--- src/hw/arsc_pkg.sv ---
`default_nettype none
package arsc_pkg;
    // ***************************************************************
    // sizes and timing
    // ***************************************************************
    localparam int CHANNELS = 24;
    localparam int RES_W = 12;
    localparam int SUM_W = 14;
    localparam int CH_W = 5;
    localparam int CONV_NS_X10 = 14000;          // 1.4 us in units of 0.1 ns
    localparam int CONV_CLK_MHZ = 32;
    // cycles per conversion, rounded down: 14000*32/10000 = 44.8 -> 44, plus final latch cycle
    localparam int CONV_CYCLES = (CONV_NS_X10 * CONV_CLK_MHZ) / 10000 + 1;
    localparam int CNT_W = 6;
    localparam int ADD_MAX = 4;                  // largest number of summed results

    // ***************************************************************
    // source select and clock ratio encodings
    // ***************************************************************
    localparam logic [1:0] SRC_CHAN = 2'h0;
    localparam logic [1:0] SRC_TEMP = 2'h1;
    localparam logic [1:0] SRC_REF = 2'h2;
    localparam logic [1:0] SRC_DIAG = 2'h3;

    localparam logic [2:0] RATIO_1_1 = 3'h0;     // bus:conversion clock
    localparam logic [2:0] RATIO_1_2 = 3'h1;
    localparam logic [2:0] RATIO_2_1 = 3'h2;
    localparam logic [2:0] RATIO_4_1 = 3'h3;
    localparam logic [2:0] RATIO_8_1 = 3'h4;

    localparam logic [1:0] SCAN_SINGLE = 2'h0;
    localparam logic [1:0] SCAN_CONT = 2'h1;
    localparam logic [1:0] SCAN_GROUP = 2'h2;

    typedef enum logic [1:0] {
        ARSC_IDLE = 2'b00,
        ARSC_CONV = 2'b01,
        ARSC_DONE = 2'b10
    } arsc_state_e;

    // one conversion request
    typedef struct packed {
        logic [1:0] src;
        logic [CH_W-1:0] chan;
        logic second;        // second trigger of a double-trigger pair
    } arsc_req_s;

    // result read port
    typedef struct packed {
        logic [SUM_W-1:0] data;
        logic valid;
    } arsc_rd_s;
endpackage
`default_nettype wire

--- src/hw/arsc_core.sv ---
`default_nettype none
module arsc_core #(
    parameter int CONV_CYCLES = arsc_pkg::CONV_CYCLES
) (
    input wire logic i_clk,
    input wire logic i_srst,
    input wire logic [2:0] i_clk_ratio,
    input wire logic [1:0] i_scan_mode,
    input wire logic i_double_trig,
    input wire logic i_add_mode,
    input wire logic [2:0] i_add_count,
    input wire logic i_start,
    input wire arsc_pkg::arsc_req_s i_req,
    output logic o_busy,
    output logic o_sample,
    output logic [arsc_pkg::CH_W-1:0] o_mux_chan,
    output logic [1:0] o_mux_src,
    input wire logic [arsc_pkg::RES_W-1:0] i_sar_data,
    output logic o_done,
    output logic o_double_ok,
    input wire logic [1:0] i_rd_src,
    input wire logic [arsc_pkg::CH_W-1:0] i_rd_chan,
    input wire logic i_rd_dup,
    output arsc_pkg::arsc_rd_s o_rd
);
    // ***************************************************************
    // parameter check
    // ***************************************************************
    // the step counter is CNT_W bits wide and the last step is one below the count
    if (CONV_CYCLES < 2 || CONV_CYCLES > 63) begin : g_bad_conv
        $error("CONV_CYCLES out of range");
    end

    // ***************************************************************
    // conversion clock enable from bus clock ratio
    // ***************************************************************
    // the core runs in the bus domain; faster conversion clocks are modelled as one tick per bus cycle
    logic [2:0] div_q, div_d;
    logic tick;
    arsc_pkg::arsc_state_e st_q, st_d;

    function automatic logic [2:0] ratio_top(input logic [2:0] r);
        unique case (r)
            arsc_pkg::RATIO_2_1: ratio_top = 3'h1;
            arsc_pkg::RATIO_4_1: ratio_top = 3'h3;
            arsc_pkg::RATIO_8_1: ratio_top = 3'h7;
            default: ratio_top = 3'h0;          // 1:1 and 1:2 step every bus cycle
        endcase
    endfunction

    // divider next value; held at zero outside a conversion so every run takes the same span
    always_comb begin
        tick = (div_q >= ratio_top(i_clk_ratio));
        div_d = (tick || st_q != arsc_pkg::ARSC_CONV) ? 3'h0 : div_q + 3'h1;
    end

    always_ff @(posedge i_clk) begin
        if (i_srst) begin
            div_q <= 3'h0;
        end else begin
            div_q <= div_d;
        end
    end

    // ***************************************************************
    // conversion sequencer
    // ***************************************************************
    logic [arsc_pkg::CNT_W-1:0] cnt_q, cnt_d;
    arsc_pkg::arsc_req_s req_q, req_d;
    logic dbl_ok;

    // double trigger only in single or group scan
    assign dbl_ok = i_double_trig && (i_scan_mode == arsc_pkg::SCAN_SINGLE
                                      || i_scan_mode == arsc_pkg::SCAN_GROUP);

    always_comb begin
        st_d = st_q;
        cnt_d = cnt_q;
        req_d = req_q;
        unique case (st_q)
            arsc_pkg::ARSC_IDLE: begin
                if (i_start) begin
                    st_d = arsc_pkg::ARSC_CONV;
                    cnt_d = '0;
                    req_d = i_req;
                    req_d.second = i_req.second && dbl_ok;
                end
            end
            arsc_pkg::ARSC_CONV: begin
                if (tick) begin
                    if (cnt_q == CONV_CYCLES[arsc_pkg::CNT_W-1:0] - 6'h1) begin
                        st_d = arsc_pkg::ARSC_DONE;
                    end else begin
                        cnt_d = cnt_q + 6'h1;
                    end
                end
            end
            arsc_pkg::ARSC_DONE: begin
                st_d = arsc_pkg::ARSC_IDLE;
            end
            default: st_d = arsc_pkg::ARSC_IDLE;
        endcase
    end

    always_ff @(posedge i_clk) begin
        if (i_srst) begin
            st_q <= arsc_pkg::ARSC_IDLE;
            cnt_q <= '0;
            req_q <= '0;
        end else begin
            st_q <= st_d;
            cnt_q <= cnt_d;
            req_q <= req_d;
        end
    end

    assign o_busy = (st_q != arsc_pkg::ARSC_IDLE);
    assign o_sample = (st_q == arsc_pkg::ARSC_CONV) && (cnt_q == '0);
    assign o_mux_chan = req_q.chan;
    assign o_mux_src = req_q.src;
    assign o_double_ok = dbl_ok;

    // ***************************************************************
    // result storage
    // ***************************************************************
    logic [arsc_pkg::SUM_W-1:0] chan_q [arsc_pkg::CHANNELS];
    logic [arsc_pkg::SUM_W-1:0] chan_d [arsc_pkg::CHANNELS];
    logic [arsc_pkg::SUM_W-1:0] temp_q, temp_d, ref_q, ref_d, diag_q, diag_d, dup_q, dup_d;
    logic [2:0] acc_n_q, acc_n_d;
    logic [arsc_pkg::SUM_W-1:0] acc_q, acc_d, sum;
    logic done_q, done_d;
    logic fin;

    // registers move only on the completing cycle of their own source
    always_comb begin
        chan_d = chan_q;
        temp_d = temp_q;
        ref_d = ref_q;
        diag_d = diag_q;
        dup_d = dup_q;
        acc_n_d = acc_n_q;
        acc_d = acc_q;
        done_d = 1'b0;
        sum = acc_q + {2'h0, i_sar_data};
        fin = 1'b0;
        if (st_q == arsc_pkg::ARSC_DONE) begin
            unique case (req_q.src)
                arsc_pkg::SRC_TEMP: begin
                    temp_d = {2'h0, i_sar_data};
                    done_d = 1'b1;
                end
                arsc_pkg::SRC_REF: begin
                    ref_d = {2'h0, i_sar_data};
                    done_d = 1'b1;
                end
                arsc_pkg::SRC_DIAG: begin
                    diag_d = {2'h0, i_sar_data};
                    done_d = 1'b1;
                end
                default: begin
                    if (req_q.second) begin
                        dup_d = {2'h0, i_sar_data};
                        done_d = 1'b1;
                    end else if (i_add_mode && !dbl_ok) begin
                        // partial sums stay in acc so the visible register holds until the sum is whole
                        fin = (acc_n_q + 3'h1 >= i_add_count) || (acc_n_q == 3'(arsc_pkg::ADD_MAX - 1));
                        if (fin) begin
                            chan_d[req_q.chan] = sum;
                            acc_d = '0;
                            acc_n_d = 3'h0;
                            done_d = 1'b1;
                        end else begin
                            acc_d = sum;
                            acc_n_d = acc_n_q + 3'h1;
                        end
                    end else begin
                        chan_d[req_q.chan] = {2'h0, i_sar_data};
                        done_d = 1'b1;
                    end
                end
            endcase
        end
    end

    always_ff @(posedge i_clk) begin
        if (i_srst) begin
            for (int i = 0; i < arsc_pkg::CHANNELS; i++) begin
                chan_q[i] <= '0;
            end
            temp_q <= '0;
            ref_q <= '0;
            diag_q <= '0;
            dup_q <= '0;
            acc_q <= '0;
            acc_n_q <= 3'h0;
            done_q <= 1'b0;
        end else begin
            chan_q <= chan_d;
            temp_q <= temp_d;
            ref_q <= ref_d;
            diag_q <= diag_d;
            dup_q <= dup_d;
            acc_q <= acc_d;
            acc_n_q <= acc_n_d;
            done_q <= done_d;
        end
    end

    assign o_done = done_q;

    // ***************************************************************
    // registered read port
    // ***************************************************************
    arsc_pkg::arsc_rd_s rd_q, rd_d;

    always_comb begin
        rd_d.valid = 1'b1;
        rd_d.data = '0;
        if (i_rd_dup) begin
            rd_d.data = dup_q;
        end else begin
            unique case (i_rd_src)
                arsc_pkg::SRC_TEMP: rd_d.data = temp_q;
                arsc_pkg::SRC_REF: rd_d.data = ref_q;
                arsc_pkg::SRC_DIAG: rd_d.data = diag_q;
                default: begin
                    if (i_rd_chan < arsc_pkg::CH_W'(arsc_pkg::CHANNELS)) begin
                        rd_d.data = chan_q[i_rd_chan];
                    end else begin
                        rd_d.valid = 1'b0;  // no such channel
                    end
                end
            endcase
        end
    end

    always_ff @(posedge i_clk) begin
        if (i_srst) begin
            rd_q <= '0;
        end else begin
            rd_q <= rd_d;
        end
    end

    assign o_rd = rd_q;
endmodule
`default_nettype wire

--- config.mk ---
export PLATFORM = sky130hd
export DESIGN_NAME = arsc_core
export DESIGN_NICKNAME = d
export VERILOG_FILES = /design/src/hw/arsc_pkg.sv /design/src/hw/arsc_core.sv
export SDC_FILE = /design/constraint.sdc
export NUM_CORES = 1
export LEC_CHECK = 0
export BUFFER_PORTS_ARGS = -buffer_cell sky130_fd_sc_hd__buf_2
export CAP_MARGIN = 20
export CORE_MARGIN = 2
export CORE_UTILIZATION = 50
export DETAILED_ROUTE_END_ITERATION = 7
export GPL_ROUTABILITY_DRIVEN = 0
export PLACE_DENSITY = 0.66
export SKIP_CTS_REPAIR_TIMING = 1
export SKIP_LAST_GASP = 1
export SLEW_MARGIN = 20
export SYNTH_ARGS = -nofsm -noshare
export SYNTH_HDL_FRONTEND = slang
export SYNTH_SLANG_ARGS = --single-unit
export TNS_END_PERCENT = 100
--- constraint.sdc ---
create_clock -name i_clk -period 6.6 [get_ports i_clk]
set_clock_uncertainty 0.2 [all_clocks]
set_input_delay 0.33 -clock i_clk [delete_from_list [all_inputs] [get_ports i_clk]]
set_output_delay 0.33 -clock i_clk [all_outputs]
set_load 0.05 [all_outputs]
# Yosys cells after proc, flatten, opt, wreduce, memory -nomap -nowiden
# Index checks and enable logic that the tools add are counted.
totals:
  reg_bits: 436
  word_cells: 133
  output_inout_bits: 26
  inputBits: 41
op_classes:
  reduce_logical: 28
  eq_ne: 20
  addsub: 4
  n_bitwise: 5
  mux: 30
  order_cmp: 6
op_table:
  columns: ["operator", "count"]
  rows:
  - ["bitwise mux 336 bit", 2]
  - ["two-way mux 336 bit", 2]
  - ["binary-select mux 14 bit (select 5 bit)", 1]
  - ["demux 14 bit (select 5 bit)", 1]
  - ["two-way mux 14 bit", 5]
  - ["case mux 14 bit (3 select lines)", 1]
  - ["two-way mux 6 bit", 3]
  - ["adder 14 x 12 -> 14 bit", 1]
  - ["== test 2 bit (second input constant)", 6]
  - [">= comparator 6 bit (second input constant)", 2]
  - ["two-way mux 12 bit", 1]
  - ["inverter 5 -> 6 bit", 2]
  - ["case mux 6 bit (2 select lines)", 1]
  - ["AND reduction 4 bit", 3]
  - ["== test 3 x 2 -> 1 bit (second input constant)", 3]
  - ["case mux 3 bit (3 select lines)", 1]
  - ["inequality test 2 bit (second input constant)", 4]
  - ["AND reduction 2 bit", 4]
  - ["two-way mux 1 bit", 7]
  - ["adder 3 x 1 -> 3 bit (second input constant)", 2]
  - ["adder 6 x 1 -> 6 bit (second input constant)", 1]
  - ["== test 2 x 1 -> 1 bit (second input constant)", 3]
  - ["== test 6 bit (second input constant)", 1]
  - [">= comparator 3 bit", 2]
  - ["other kinds (17)", 34]

# Longest topological paths before layout
logic_depth:
  ltp_word: 8
  depth_mapped: 11
  ltp_nobuf: 9

# Worst setup path before layout
# No wires, ideal clock.
synth_timing:
  path_kind: "input to register"
  from: "input i_sar_data[0] in the netlist's numbering"
  to: "register chan_q[138] in the netlist's numbering"
  slack_ns: 3.629
  setup_ns: 0.132
  n_path_buf: 2
  stages: 10
  arrival_ns: 2.639
  path_cell_list: "ha_1 fa_1 a21o_1 a311o_1 a2111o_1 and3_1 buf_6 buf_6 o2111ai_1 a21oi_1"
synth_between:
  elab_chain_cells: 4
synth_lines:
  columns: ["item", "line_no", "source"]
  rows:
  - ["start: declaration", "arsc_core.sv:18", "input wire logic [arsc_pkg::RES_W-1:0] i_sar_data,"]
  - ["adder 14 x 12 -> 14 bit", "arsc_core.sv:144", "sum = acc_q + {2'h0, i_sar_data};"]
  - ["bitwise mux 336 bit", "arsc_core.sv:168", "chan_d[req_q.chan] = sum;"]
  - ["two-way mux 336 bit", "arsc_core.sv:167", "if (fin) begin"]
  - ["two-way mux 336 bit", "arsc_core.sv:164", "end else if (i_add_mode && !dbl_ok) begin"]
  - ["end signal: assignment", "arsc_core.sv:198", "chan_q <= chan_d;"]
  - ["end: declaration", "arsc_core.sv:126", "logic [arsc_pkg::SUM_W-1:0] chan_q [arsc_pkg::CHANNELS];"]
# Every way passes these cells. The select of a mux whose other input is x is not followed.
# A chain may end at the register's enable or synchronous reset.

# Final worst setup path
layout_timing:
  from: "register acc_n_q[0]"
  to: "register chan_q[153] in the netlist's numbering"
layout_between:
  elab_chain_cells: 5
  word_cells_on_any_way: 6
  cone_classes: "1 x add/sub; 1 x order compare; 2 x eq/ne; 2 x reduce/logical"
layout_lines:
  columns: ["item", "line_no", "source"]
  rows:
  - ["start: declaration", "arsc_core.sv:129", "logic [2:0] acc_n_q, acc_n_d;"]
  - ["start signal: assignment", "arsc_core.sv:204", "acc_n_q <= acc_n_d;"]
  - ["adder 3 x 1 -> 3 bit", "arsc_core.sv:166", "fin = (acc_n_q + 3'h1 >= i_add_count) || (acc_n_q == 3'(arsc_pkg::ADD_MAX - 1));"]
  - [">= comparator 3 bit", "arsc_core.sv:166", null]
  - ["logical OR 1 bit (*)", "arsc_core.sv:166", null]
  - ["inequality test 2 x 1 -> 1 bit (no line) (*)", null, null]
  - ["AND reduction 4 bit (no line) (*)", null, null]
# Mark *: on every way between the ends. The rest lies on a longest branch, timed or not.

==> results.cfg <==
[synth]
yosys-top-cells-area = dfxtp_1 44%, a211oi_1 9.8%, mux4_2 9.7%, nor2_1 4.7%, a21oi_1 4.7%
synthesis.area_sq_mm = 0.0199
synth_edf_count = 0
synth-main-ff-cell = dfxtp_1
ys_ff_latch = 436
synth_cell_types = 64
yosysWarningCount = 0
syn_avg_cell_area_sq_um = 9.61
mappedNetlistNets = 2133
syn_inst = 2068
async_reset_ff_frac = 0
ys_seq_area_frac = 0.439
synth_top_area_cell = dfxtp_1
synth_top_area_frac = 0.439

[floorplanning]
die_w_microns = 203
fp.dieH_microns = 203
core_sq_mm = 0.0395
initial_core_util = 0.504
die_area_sq_mm = 0.0414
fp-row-count = 73
ios = 67

[layout]
final_cell_mix = 436 x dfxtp_1, 259 x a211oi_1, 247 x nor2_1, 187 x a21oi_1, 147 x nand2_1
final_common_cell = dfxtp_1
drive_above_1_share = 0.157
n_antenna_cell = 0
finalNetCount = 2092
final_cells = 2580
area_growth_pct = 11.1
regArea_sq_mm = 0.00873
nFillCells = 3512
multi_input_area_sq_mm = 0.0102

[run]
drv_cap = 0

[place]
dp.cells = 2480
io_buffers = 65
dp_hpwl_microns = 35400
pre_cts_slack_ns = 2.52

[detailed_routing]
wl_per_cell_microns = 22.1
ant_nets = 0
routed_wl_microns = 57100
via_count = 16100
viasPerCell = 6.25
firstDrtPassIters = 6
drcViolationCount = 0
drt_iter0_markers = 1416

[timing]
final-hold-violation-count = 0
post-route-min-period_ns = 4.21
slew_headroom = 0.218
worst_slack_ns = 2.39
fmax_mhz = 238
rsz0062_at_grt = false
fin_setup_tns_ns = 0
worstMarginPinSlew_ns = 1.17
finalSetupViolCount = 0
fin_crit_sh = 0.638
maxSlewViolCount = 0

[critical_path]
critical_path.max_stage_delay_ns = 1.05
crit_type = register to register
end_kind = register
path_common_cell = ha_1
startpoint_type = register
critPathArrivalTime_ns = 4.41
cp.required_ns = 6.80
path_cells = ha_1 -> ha_1 -> inv_1 -> ha_1 -> a2111o_1 -> nand4_1 -> nor2_1 -> o21ai_0
path_max_fanout = 17
critPathSlowestCell = nor2_1

[clock_network]
cts_tree = done
cts_made_buffers = 47
htree_levels = 2
cts_sinks = 436
cts_max_path_buffers = 3
clkSlewWorstSetupHoldPaths_ns = 0.06
root_buffer = clkbuf_16
clk_latency_ns = 0.58

[grt]
grt_pass1_wl_microns = 88700
grt_max_degree = 259
grt_pass1_vias = 15300
grtUsageTotal = 0.273
gr-total-overflow = 0
antenna_found_initial = 0

[power_and_ir_drop]
power_mw = 5.63
p_leak_nw = 7.37
p_per_area_mw_per_mm2 = 255
ir_worst_vdd_mv = 0.172

[outcome]
status = complete, no violations

[hold_path]
hp-class = primary input to register
[registers in the layout, indices dropped and copies added, names as in the netlist]
| register | flops |
|---|---|
| acc_q | 14 |
| ref_q | 12 |
| dup_q | 12 |
| st_q | 2 |
| div_q | 3 |
| acc_n_q | 3 |
| o_rd | 15 |
| o_mux_chan | 5 |
| temp_q | 12 |
| diag_q | 12 |
| cnt_q | 6 |
| req_q | 1 |
| o_done | 1 |
| chan_q | 336 |
| o_mux_src | 2 |
[per-stage QoR]
| stage | util | cell area (sq um) | hold slack, ns |
|---|---|---|---|
| CTS | 0.553 | 21800 | -0.234 |
| finish | 0.560 | 22100 | 0.0793 |
| floorplan | - | 19900 | 0.217 |
| global route | 0.560 | 22100 | 0.125 |
| detailed placement | 0.515 | 20300 | 0.239 |
| global placement | 0.515 | 20300 | 0.234 |
[per-layer routing]
layer  global-route usage  up-vias  routed length, microns
li1                     -     7530                       -
met1                0.370     7877                   24500
met2                0.441      611                   26900
met3               0.0470       97                    3920
met4               0.0949        0                    1790
met5                    0        -                       0
[layout make-up]
type                       instances  share of cell area
multi-input combinational       1391               0.463
sequential                       436               0.395
timing repair buffer             124              0.0398
tap                              525              0.0297
clock inverter                     9             0.00476
clock buffer                      68              0.0633
inverter                          27             0.00459
[Yosys cell counts (10+ instances only)]
library cell and number:
a211oi_1 260, mux2i_1 75, a21oi_1 187, nor3_1 10
inv_1 27, a221oi_1 25, o2111ai_1 17, nor2_1 250
nand3_1 22, o21ai_0 74, nand2b_1 30, dfxtp_1 436
nand2_1 147, nor4_4 10, buf_2 40, and2_1 11
clkbuf_1 148, a22oi_1 21, mux2_2 12, buf_4 12
mux4_2 86, ha_1 23
[power by group]
| part | switching [mW] | leakage [nW] | internal (mW) | total, mW |
|---|---|---|---|---|
| registers | 0.0125 | 3.51 | 2.64 | 2.65 |
| logic | 0.284 | 3.12 | 0.106 | 0.391 |
| clock network | 1.05 | 0.739 | 1.53 | 2.59 |
| total | 1.35 | 7.37 | 4.28 | 5.63 |
[final timing paths]
check | cells past startpoint | endpoint | startpoint | slack, ns
setup / recovery | 8 | chan_q[153] | acc_n_q[0] | 2.39
setup reg to reg | 8 | chan_q[153] | acc_n_q[0] | 2.39
hold reg to reg | 1 | div_q[0] | div_q[0] | 0.25
hold / removal | 2 | acc_n_q[2] | i_srst | 0.08
[critical path: cells and delay by family, from the launching register on]
kind                     cells  cell delay (ns)
AND/OR/NAND/NOR              2             1.79
AO/OA/AOI/OAI                2             0.84
adder cells (fa/ha/maj)      3             0.81
flip-flops                   1             0.35
buffers and inverters        1             0.05
[cell families after synthesis]
group,after synthesis,share of synthesized area
and+or+nand+nor,548,0.134
DFF,436,0.439
buffers and inverters,241,0.0522
xor gates and xnor gates,14,0.00617
AOI/OAI and AO/OA,632,0.211
muxes,173,0.142
adders and majority gates,24,0.0155
(Power assumes the default switching activity.)
